## src/include/psrs_pkg.sv

```systemverilog
package psrs_pkg;
  // Register byte offsets
  localparam logic [11:0] ADDR_CTRL          = 12'h000;
  localparam logic [11:0] ADDR_STATUS        = 12'h004;
  // Control register fields and reset value
  localparam int          CTRL_SOFT_RST_BIT  = 0;
  localparam logic        CTRL_SOFT_RST_RST  = 1'b1;
  // Status register fields
  localparam int          STS_PIN_BIT        = 0;
  localparam int          STS_FAULT_BIT      = 1;
  localparam int          STS_RATIO_BIT      = 2;
  localparam int          STS_LATE_BIT       = 3;
  localparam int          STS_STATE_LSB      = 4;
  // Timing
  localparam int          CORE_CLK_HZ        = 25_000_000;
  localparam int          REG_UP_TIME_US     = 5000;
  localparam int          REG_UP_CYC         = REG_UP_TIME_US * (CORE_CLK_HZ / 1_000_000);
  localparam int          START_LIMIT_MS     = 32;
  localparam int          START_LIMIT_CYC    = START_LIMIT_MS * (CORE_CLK_HZ / 1000);
  localparam logic [3:0]  RATIO_PERIODS      = 4'h8;
  localparam int          GROUP_DELAY_PERIODS = 204;
  // Sequencer states
  typedef enum logic [2:0] {
    ST_PD,
    ST_REG_UP,
    ST_WAIT_EDGE,
    ST_RATIO,
    ST_GDELAY,
    ST_NORMAL,
    ST_SOFTRST,
    ST_FAULT
  } psrs_state_t;
endpackage : psrs_pkg

```

## src/include/psrs_sync_if.sv

```systemverilog
`timescale 1ns/1ps
interface psrs_sync_if #(parameter int W = 1);
  logic [W-1:0] raw;    // Pin levels before the chain
  logic [W-1:0] level;  // Agreed level
  logic [W-1:0] rise;   // One-cycle pulse on an agreed rise
  modport sync (input raw, output level, output rise);
  modport user (output raw, input level, input rise);
endinterface : psrs_sync_if

```

## src/rtl/psrs_sync.sv

```systemverilog
`timescale 1ns/1ps
module psrs_sync #(
  parameter int W = 1
) (
  input  wire logic    core_clk,  // Core clock
  input  wire logic    resetn,    // Synchronous reset, active low
  input  wire logic    clrN,      // Asynchronous clear, active low
  psrs_sync_if.sync    sif        // Raw pins in, agreed levels out
);
  typedef struct packed {
    logic [W-1:0] s1;     // First stage, read only by the second
    logic [W-1:0] s2;     // Second stage
    logic [W-1:0] s3;     // Third stage
    logic [W-1:0] level;  // Agreed level
    logic [W-1:0] rise;   // Rise pulse
  } psrs_sync_t;

  psrs_sync_t st_r;   // Registered state
  psrs_sync_t st_nxt; // Next state

  // A change counts once stages two and three agree; each bit on its own
  always_comb begin
    st_nxt       = st_r;
    st_nxt.s1    = sif.raw;
    st_nxt.s2    = st_r.s1;
    st_nxt.s3    = st_r.s2;
    st_nxt.level = (st_r.s3 & ~(st_r.s2 ^ st_r.s3)) | (st_r.level & (st_r.s2 ^ st_r.s3)); // Hold while stages differ
    st_nxt.rise  = st_r.s2 & st_r.s3 & ~st_r.level;
  end

  // Clear acts at once; release waits for the chain
  always_ff @(posedge core_clk or negedge clrN) begin
    if (!clrN) begin
      st_r <= '0;
    end else if (!resetn) begin
      st_r <= '0;
    end else begin
      st_r <= st_nxt;
    end
  end

  assign sif.level = st_r.level;
  assign sif.rise  = st_r.rise;
endmodule : psrs_sync

```

## src/rtl/psrs_sequencer.sv

```systemverilog
`timescale 1ns/1ps
module psrs_sequencer #(
  parameter int REG_UP_CYC      = psrs_pkg::REG_UP_CYC,     // Regulator start-up cycles
  parameter int START_LIMIT_CYC = psrs_pkg::START_LIMIT_CYC // Longest start-up cycles
) (
  input  wire logic        core_clk,             // 25 MHz core clock
  input  wire logic        resetn,               // Synchronous reset, active low
  input  wire logic [11:0] paddr,                // APB address
  input  wire logic        psel,                 // APB select
  input  wire logic        penable,              // APB enable
  input  wire logic        pwrite,               // APB direction
  input  wire logic [31:0] pwdata,               // APB write data
  output logic      [31:0] prdata,               // APB read data
  output logic             pready,               // APB ready
  output logic             pslverr,              // APB error
  input  wire logic        power_down_n,         // Power-down pin, active low
  input  wire logic        input_frame_clock,    // Input frame clock pin
  input  wire logic        outputFrameClock,     // Output frame clock pin
  input  wire logic        control_mode_select,  // Low selects serial control
  input  wire logic        regFault,             // Regulator over-current/voltage flag
  input  wire logic        coreAudioData,        // Converted serial data from core
  output logic             serial_audio_out,     // Serial audio output
  output logic             converter_status_pin, // Status pin
  output logic             regulatorEnable,      // Internal regulator on
  output logic             coreEnable,           // Converter core powered
  output logic             filterInit            // Filter state held in init
);
  localparam int CW = ($clog2(REG_UP_CYC + 1) > 8) ? $clog2(REG_UP_CYC + 1) : 8; // Phase counter width
  localparam int SW = $clog2(START_LIMIT_CYC + 1);                           // Start watchdog width
  localparam logic [CW-1:0] REG_LAST = CW'(REG_UP_CYC - 1);                  // Last regulator cycle
  localparam logic [CW-1:0] GD_LAST  = CW'(psrs_pkg::GROUP_DELAY_PERIODS - 1); // Last group-delay period
  localparam logic [SW-1:0] LATE_AT  = SW'(START_LIMIT_CYC);                 // Start-up overrun point

  typedef struct packed {
    psrs_pkg::psrs_state_t state;     // Sequencer state
    logic [CW-1:0]         cnt;       // Phase counter
    logic [3:0]            inCnt;     // Input frame periods seen
    logic [3:0]            outCnt;    // Output frame periods seen
    logic [SW-1:0]         startCnt;  // Start-up watchdog
    logic                  ratioDone; // Ratio detection complete
    logic                  fault;     // Regulator fault latched
    logic                  late;      // Start-up overran its limit
    logic                  softRstN;  // Register reset bit
    logic                  serOut;    // Audio output
    logic                  statusPin; // Status pin
    logic                  regEn;     // Regulator enable
    logic                  coreEn;    // Core enable
    logic                  filtInit;  // Filter init
    logic                  pready;    // APB ready
    logic                  pslverr;   // APB error
    logic [31:0]           prdata;    // APB read data
  } psrs_regs_t;

  psrs_regs_t st_r;   // Registered state
  psrs_regs_t st_nxt; // Next state

  // Synchronised pins
  psrs_sync_if #(.W(1)) pdnIf ();
  psrs_sync_if #(.W(4)) pinIf ();
  assign pdnIf.raw = power_down_n;
  assign pinIf.raw = {regFault, control_mode_select, outputFrameClock, input_frame_clock};

  // Power-down clears its chain at once, release passes four flops
  psrs_sync #(.W(1)) u_pdnSync (
    .core_clk (core_clk),
    .resetn   (resetn),
    .clrN     (power_down_n),
    .sif      (pdnIf)
  );

  psrs_sync #(.W(4)) u_pinSync (
    .core_clk (core_clk),
    .resetn   (resetn),
    .clrN     (1'b1),
    .sif      (pinIf)
  );

  logic pdnLvl;    // Device out of power-down
  logic inRise;    // Input frame clock rising
  logic outRise;   // Output frame clock rising
  logic serialCtl; // Serial control mode
  logic faultLvl;  // Regulator fault seen
  logic apbAccess; // Completing APB access
  assign pdnLvl    = pdnIf.level[0];
  assign inRise    = pinIf.rise[0];
  assign outRise   = pinIf.rise[1];
  assign serialCtl = ~pinIf.level[2];
  assign faultLvl  = pinIf.level[3];
  assign apbAccess = psel & penable & st_r.pready;

  // Sequencer, register file and outputs
  always_comb begin
    st_nxt         = st_r;
    st_nxt.pready  = psel & ~penable & ~st_r.pready;
    st_nxt.pslverr = 1'b0;
    st_nxt.prdata  = '0;
    // APB setup: decode and prepare the answer
    if (psel && !penable && !st_r.pready) begin
      if (paddr == psrs_pkg::ADDR_CTRL) begin
        st_nxt.prdata[psrs_pkg::CTRL_SOFT_RST_BIT] = st_r.softRstN;
      end else if (paddr == psrs_pkg::ADDR_STATUS) begin
        st_nxt.prdata[psrs_pkg::STS_PIN_BIT]          = st_r.statusPin;
        st_nxt.prdata[psrs_pkg::STS_FAULT_BIT]        = st_r.fault;
        st_nxt.prdata[psrs_pkg::STS_RATIO_BIT]        = st_r.ratioDone;
        st_nxt.prdata[psrs_pkg::STS_LATE_BIT]         = st_r.late;
        st_nxt.prdata[psrs_pkg::STS_STATE_LSB +: 3]   = st_r.state;
        st_nxt.pslverr = pwrite;
      end else begin
        st_nxt.pslverr = 1'b1;
      end
    end
    // APB access: write takes effect
    if (apbAccess && pwrite && paddr == psrs_pkg::ADDR_CTRL) begin
      st_nxt.softRstN = pwdata[psrs_pkg::CTRL_SOFT_RST_BIT];
    end
    if (!pdnLvl) begin
      // Power-down: sequencer state, counters, flags and reset bit back to their initial values
      st_nxt.state     = psrs_pkg::ST_PD;
      st_nxt.cnt       = '0;
      st_nxt.inCnt     = '0;
      st_nxt.outCnt    = '0;
      st_nxt.startCnt  = '0;
      st_nxt.ratioDone = 1'b0;
      st_nxt.fault     = 1'b0;
      st_nxt.late      = 1'b0;
      st_nxt.softRstN  = psrs_pkg::CTRL_SOFT_RST_RST;
    end else begin
      case (st_r.state)
        psrs_pkg::ST_PD: begin
          st_nxt.state = psrs_pkg::ST_REG_UP;
          st_nxt.cnt   = '0;
        end
        psrs_pkg::ST_REG_UP: begin
          // Wait out regulator start-up
          st_nxt.cnt = st_r.cnt + 1'b1;
          if (st_r.cnt == REG_LAST) begin
            st_nxt.state = psrs_pkg::ST_WAIT_EDGE;
          end
        end
        psrs_pkg::ST_WAIT_EDGE: begin
          // Core wakes on an input frame edge
          if (inRise) begin
            st_nxt.state  = psrs_pkg::ST_RATIO;
            st_nxt.inCnt  = '0;
            st_nxt.outCnt = '0;
          end
        end
        psrs_pkg::ST_RATIO: begin
          // Eight periods of both clocks covers the slower one
          if (inRise && st_r.inCnt != psrs_pkg::RATIO_PERIODS) begin
            st_nxt.inCnt = st_r.inCnt + 1'b1;
          end
          if (outRise && st_r.outCnt != psrs_pkg::RATIO_PERIODS) begin
            st_nxt.outCnt = st_r.outCnt + 1'b1;
          end
          if (st_r.inCnt == psrs_pkg::RATIO_PERIODS && st_r.outCnt == psrs_pkg::RATIO_PERIODS) begin
            st_nxt.state     = psrs_pkg::ST_GDELAY;
            st_nxt.ratioDone = 1'b1;
            st_nxt.cnt       = '0;
          end
        end
        psrs_pkg::ST_GDELAY: begin
          // Group delay in output periods
          if (outRise) begin
            st_nxt.cnt = st_r.cnt + 1'b1;
            if (st_r.cnt == GD_LAST) begin
              st_nxt.state = psrs_pkg::ST_NORMAL;
            end
          end
        end
        psrs_pkg::ST_SOFTRST: begin
          // Regulator stays up, restart from the frame edge
          if (st_r.softRstN || !serialCtl) begin
            st_nxt.state = psrs_pkg::ST_WAIT_EDGE;
          end
        end
        psrs_pkg::ST_FAULT: begin
          // Only a power-down pulse leaves here
          st_nxt.state = psrs_pkg::ST_FAULT;
        end
        default: begin
          st_nxt.state = st_r.state;
        end
      endcase
      // Register reset bit acts in serial control mode only
      if (serialCtl && !st_r.softRstN && st_r.state != psrs_pkg::ST_PD && st_r.state != psrs_pkg::ST_REG_UP
          && st_r.state != psrs_pkg::ST_FAULT) begin
        st_nxt.state     = psrs_pkg::ST_SOFTRST;
        st_nxt.ratioDone = 1'b0;
        st_nxt.startCnt  = '0;
      end
      // Regulator fault wins over everything else except power-down and the ST_PD state
      if (faultLvl && st_r.state != psrs_pkg::ST_PD) begin
        st_nxt.state     = psrs_pkg::ST_FAULT;
        st_nxt.fault     = 1'b1;
        st_nxt.ratioDone = 1'b0;
      end
      // Start-up watchdog flags an overrun
      if (st_nxt.state != psrs_pkg::ST_NORMAL && st_nxt.state != psrs_pkg::ST_SOFTRST
          && st_nxt.state != psrs_pkg::ST_FAULT && st_r.startCnt != LATE_AT) begin
        st_nxt.startCnt = st_r.startCnt + 1'b1;
      end
      if (st_r.startCnt == LATE_AT && st_r.state != psrs_pkg::ST_NORMAL) begin
        st_nxt.late = 1'b1;
      end
    end
    // Outputs follow the next state so they come from flops in step
    st_nxt.serOut    = (st_nxt.state == psrs_pkg::ST_NORMAL) ? coreAudioData : 1'b0;
    st_nxt.statusPin = st_nxt.fault | ~st_nxt.ratioDone;
    st_nxt.regEn     = (st_nxt.state != psrs_pkg::ST_PD) && (st_nxt.state != psrs_pkg::ST_FAULT);
    st_nxt.coreEn    = (st_nxt.state == psrs_pkg::ST_RATIO) || (st_nxt.state == psrs_pkg::ST_GDELAY)
                       || (st_nxt.state == psrs_pkg::ST_NORMAL);
    st_nxt.filtInit  = ~st_nxt.coreEn;
  end

  // State register
  always_ff @(posedge core_clk) begin
    if (!resetn) begin
      st_r          <= '0;
      st_r.state    <= psrs_pkg::ST_PD;
      st_r.softRstN <= psrs_pkg::CTRL_SOFT_RST_RST;
      st_r.statusPin <= 1'b1;
      st_r.filtInit <= 1'b1;
    end else begin
      st_r <= st_nxt;
    end
  end

  assign prdata               = st_r.prdata;
  assign pready               = st_r.pready;
  assign pslverr              = st_r.pslverr;
  assign serial_audio_out     = st_r.serOut;
  assign converter_status_pin = st_r.statusPin;
  assign regulatorEnable      = st_r.regEn;
  assign coreEnable           = st_r.coreEn;
  assign filterInit           = st_r.filtInit;
endmodule : psrs_sequencer

```

## config.mk

```make
export PLATFORM = sky130hd
export DESIGN_NAME = psrs_sequencer
export DESIGN_NICKNAME = d
export VERILOG_FILES = /design/src/include/psrs_pkg.sv /design/src/include/psrs_sync_if.sv /design/src/rtl/psrs_sync.sv /design/src/rtl/psrs_sequencer.sv
export SDC_FILE = /design/constraint.sdc
export NUM_CORES = 1
export LEC_CHECK = 0
export ABC_CLOCK_PERIOD_IN_PS = 2400
export BUFFER_PORTS_ARGS = -buffer_cell sky130_fd_sc_hd__buf_2
export CORE_UTILIZATION = 40
export CTS_CLUSTER_SIZE = 20
export DETAILED_ROUTE_END_ITERATION = 7
export GPL_TIMING_DRIVEN = 0
export PLACE_DENSITY_LB_ADDON = 0.3
export SLEW_MARGIN = 30
export SYNTH_ARGS = -nofsm -noshare
export SYNTH_HDL_FRONTEND = slang
export SYNTH_SLANG_ARGS = --single-unit
```

## constraint.sdc

```tcl
create_clock -name core_clk -period 2.4 [get_ports core_clk]
set_clock_uncertainty 0.15 [all_clocks]
set_input_delay 0.36 -clock core_clk [delete_from_list [all_inputs] [get_ports core_clk]]
set_output_delay 0.36 -clock core_clk [all_outputs]
set_load 0.02 [all_outputs]
```

==> flow_summary.yaml <==
timing:
  slew_violations: 0
  worstMarginPinSlew_ps: 575.5
  worst_slack_ps: -126.3
  finalCritPeriodShare_pct: 105.3
  min_period_ps: 2526
  hold_viol: 0
  relSlewSlack_pct: 61.63
  setup_violations: 13
  rsz0062_at_grt: "yes"
  max_freq_mhz: 395.8
synth:
  ys_seq_area_share_pct: 42.36
  yosysMostFrequentCell: "dfxtp_1"
  syn_area_per_cell_um2: 8.800
  synth_area_leaders: "dfxtp_1, buf_4, nor2_1, and2_1, nand2_1"
  synthSimpleGateAreaFrac_pct: 28.20
  synthAdderAreaFrac_pct: 2.677
  ys.warnings.count: 0
  synth_edf_count: 0
  synthMuxAreaShare_pct: 2.885
  synth.largest_area_cell: "dfxtp_1"
  synthDistinctLibCells: 58
  synth_compound_area_share_pct: 12.49
  synth_top_family_by_area: "simple AND/OR/NAND/NOR gates"
  postSynth.asyncResetShare_pct: 4.545
  synth_seq_cells: 88
  synth_ff_type: "dfxtp_1"
  syn_area_um2: 4207
  yosys-top-cells-count: "dfxtp_1, nor2_1, nand2_1"
  syn_inst: 478
  synth_top_area_share_pct: 39.98
  synth-xor-area-share_pct: 2.707
floorplan:
  core-area_um2: 10280
  row_count: 37
  start_util_pct: 40.93
  die-area_um2: 10930
  io_pins: 94
  die_w_um: 104.6
  die_h_um: 104.6
critical_path:
  cp-start-kind: "flip-flop"
  crit_chain: "ha_4 > nand4b_1 > or4_4 > o2bb2ai_4 > a31oi_4 > a31oi_4 > buf_6 > or4_1 > a21oi_2"
  cp_slowest_cell: "or4_1"
  cpPeakStageDelay_ps: 490
  critPathKind: "flip-flop to flip-flop"
  required_ps: 2530
  crit_fanout: 7
  cpMostUsedCell: "a31oi_4"
  crit_path_end_kind: "flip-flop"
  r2r_cells: 9
  arrival_ps: 2660
clock_network:
  cts_tree: "yes"
  clockBufferDepth: 2
  cts_sinks: 88
  numCtsBuffers: 9
  clock-root-buffer: "clkbuf_8"
  path_clk_slew_ps: 90
  insertion_delay_ps: 350
  h-tree-depth: 3
global_route:
  grt_usage_pct: 17.63
  grt_pass1_vias: 3268
  antenna_found_initial: 0
  grt_overflow_total: 0
  grt_pass1_wl_um: 15610
  grt_start_max_net_pins: 15
route:
  drtIter0Drc: 222
  routed_via_density: 5.090
  drc: 0
  wl_um: 9653
  num_vias: 3639
  first_pass_iters: 5
  ant_nets: 0
  wl_per_cell_um: 13.50
layout:
  syn_to_final_growth_pct: 27.33
  drive_gt1_share_pct: 30.05
  nets: 638
  postLayoutCellArea_um2: 5356
  final_core_util_pct: 52.12
  diodes: 0
power_and_ir_drop:
  power.share.clock_pct: 42.0
  switchingPower_uw: 574.6
  netSwitchingFraction_pct: 20.95
  ir_drop_mv: 0.2894
  power.density_nw_per_um2: 511.9
  p_int_mw: 2.168
  design_power_total_mw: 2.742
  leakage_nw: 2.169
  p_seq_share_pct: 53.8
  comb_power_share_pct: 4.2
placed_design:
  place.port_buffers: 37
  dp_hpwl_um: 6559
  placed_cell_area_um2: 4687
  gp_congestion: 0.8414
status:
  status: "finished with violations"
  violations: "setup timing"
job:
  maxCapViolations: 0
min_path:
  min_path_cells: 2
  hold_path_class: "input pin to flip-flop"
logic make-up (layout without fill, tap and decap cells):
logic type | count (synthesis) | count (layout)
mux | 12 | 12
other cells | 1 | 25
xor+xnor | 13 | 13
simple gates | 223 | 223
buf+inv | 59 | 136
flops | 88 | 88
fa+ha+maj | 9 | 9
compound gates | 73 | 73
layout by cell type (no fill, tap or decap), drive strengths merged, types with 17 or more instances in the layout:
master / n
a21oi: 18
and2: 27
buf: 96
clkbuf: 25
conb: 25
dfxtp: 84
nand2: 38
nand3: 19
nor2: 49
nor3: 17
worst paths after layout:
kind / start / slack (ps) / end
max: st_r[71]$_SDFFE_PN0P_ / -130 / st_r[57]$_SDFFE_PN0P_
min: outputFrameClock / 60 / u_pinSync.st_nxt[13]$_SDFF_PN0_
max reg2reg: st_r[71]$_SDFFE_PN0P_ / -130 / st_r[57]$_SDFFE_PN0P_
min reg2reg: flip-flop / 270 / u_pinSync.sif.rise[0]$_SDFF_PN0_
max in group asynchronous: power_down_n / 1780 / u_pdnSync.sif.level$_DFF_PN0_
min in group asynchronous: power_down_n / 200 / u_pdnSync.st_r[2]$_DFF_PN0_
per-stage QoR:
| step | hold slack (ps) | std cells | setup TNS (ps) | worst slack (ps) |
|---|---|---|---|---|
| 3_3_place_gp | 20.94 | 675 | -3128 | -222.5 |
| 2_1_floorplan | -85.59 | 502 | 0 | 23.34 |
| 3_5_place_dp | 29.70 | 675 | -3936 | -263.9 |
| 6_report | 62.51 | 715 | -793.1 | -126.3 |
| 4_1_cts | 51.28 | 704 | -1878 | -158.2 |
| 5_1_grt | 48.55 | 715 | -2529 | -179.5 |
power groups by stage:
stage               registers, mW  logic, mW  clock network (mW)
global placement             1.51      0.112                   0
finish                       1.48      0.116                1.15
CTS                          1.48      0.115                1.19
global route                 1.48      0.125                1.26
detailed placement           1.51      0.114                   0
floorplan                    1.51     0.0838                   0
critical path: cells and delay by family (launching register included):
family	cells	cell delay (ps)
adder cells (fa/ha/maj)	1	140
AND/OR/NAND/NOR	3	1030
flip-flops	1	360
AO/OA/AOI/OAI	4	610
buffers and inverters	1	160
area by class of cell:
| type | instances | area (um^2) |
|---|---|---|
| inverter | 11 | 41.29 |
| tap | 136 | 170.2 |
| clock inverter | 3 | 65.06 |
| timing repair buffer | 62 | 404.1 |
| fill | 969 | 4921 |
| sequential | 88 | 1802 |
| multi-input combinational | 355 | 2385 |
| buffer | 47 | 330.3 |
| clock buffer | 13 | 158.9 |
routing by layer:
metal	track usage, %	share of wire [%]
met4	6.531	1.3
met1	23.51	47
met5	0	0
met2	28.15	47
met3	3.493	4.8
flip-flops by register name (all words and copies together), names as in the netlist, named ones only:
name                  count
prdata                    7
u_pdnSync.st_nxt          2
serial_audio_out          1
st_r                     52
coreEnable                1
filterInit                1
regulatorEnable           1
u_pdnSync.sif.level       1
u_pdnSync.st_r            1
pslverr                   1
converter_status_pin      1
u_pinSync.st_nxt          8
pready                    1
u_pinSync.st_r            4
u_pinSync.sif.rise        2
repair_timing:
action,in CTS,in global routing
resized for setup,17,52
setup buffers,12,11
endpoints found under the hold margin,4,0
pin swaps,16,16
gates cloned,0,1
setup endpoints to repair,21,37
hold buffers,1,0
Note: power is estimated with default switching activity, not from simulation.
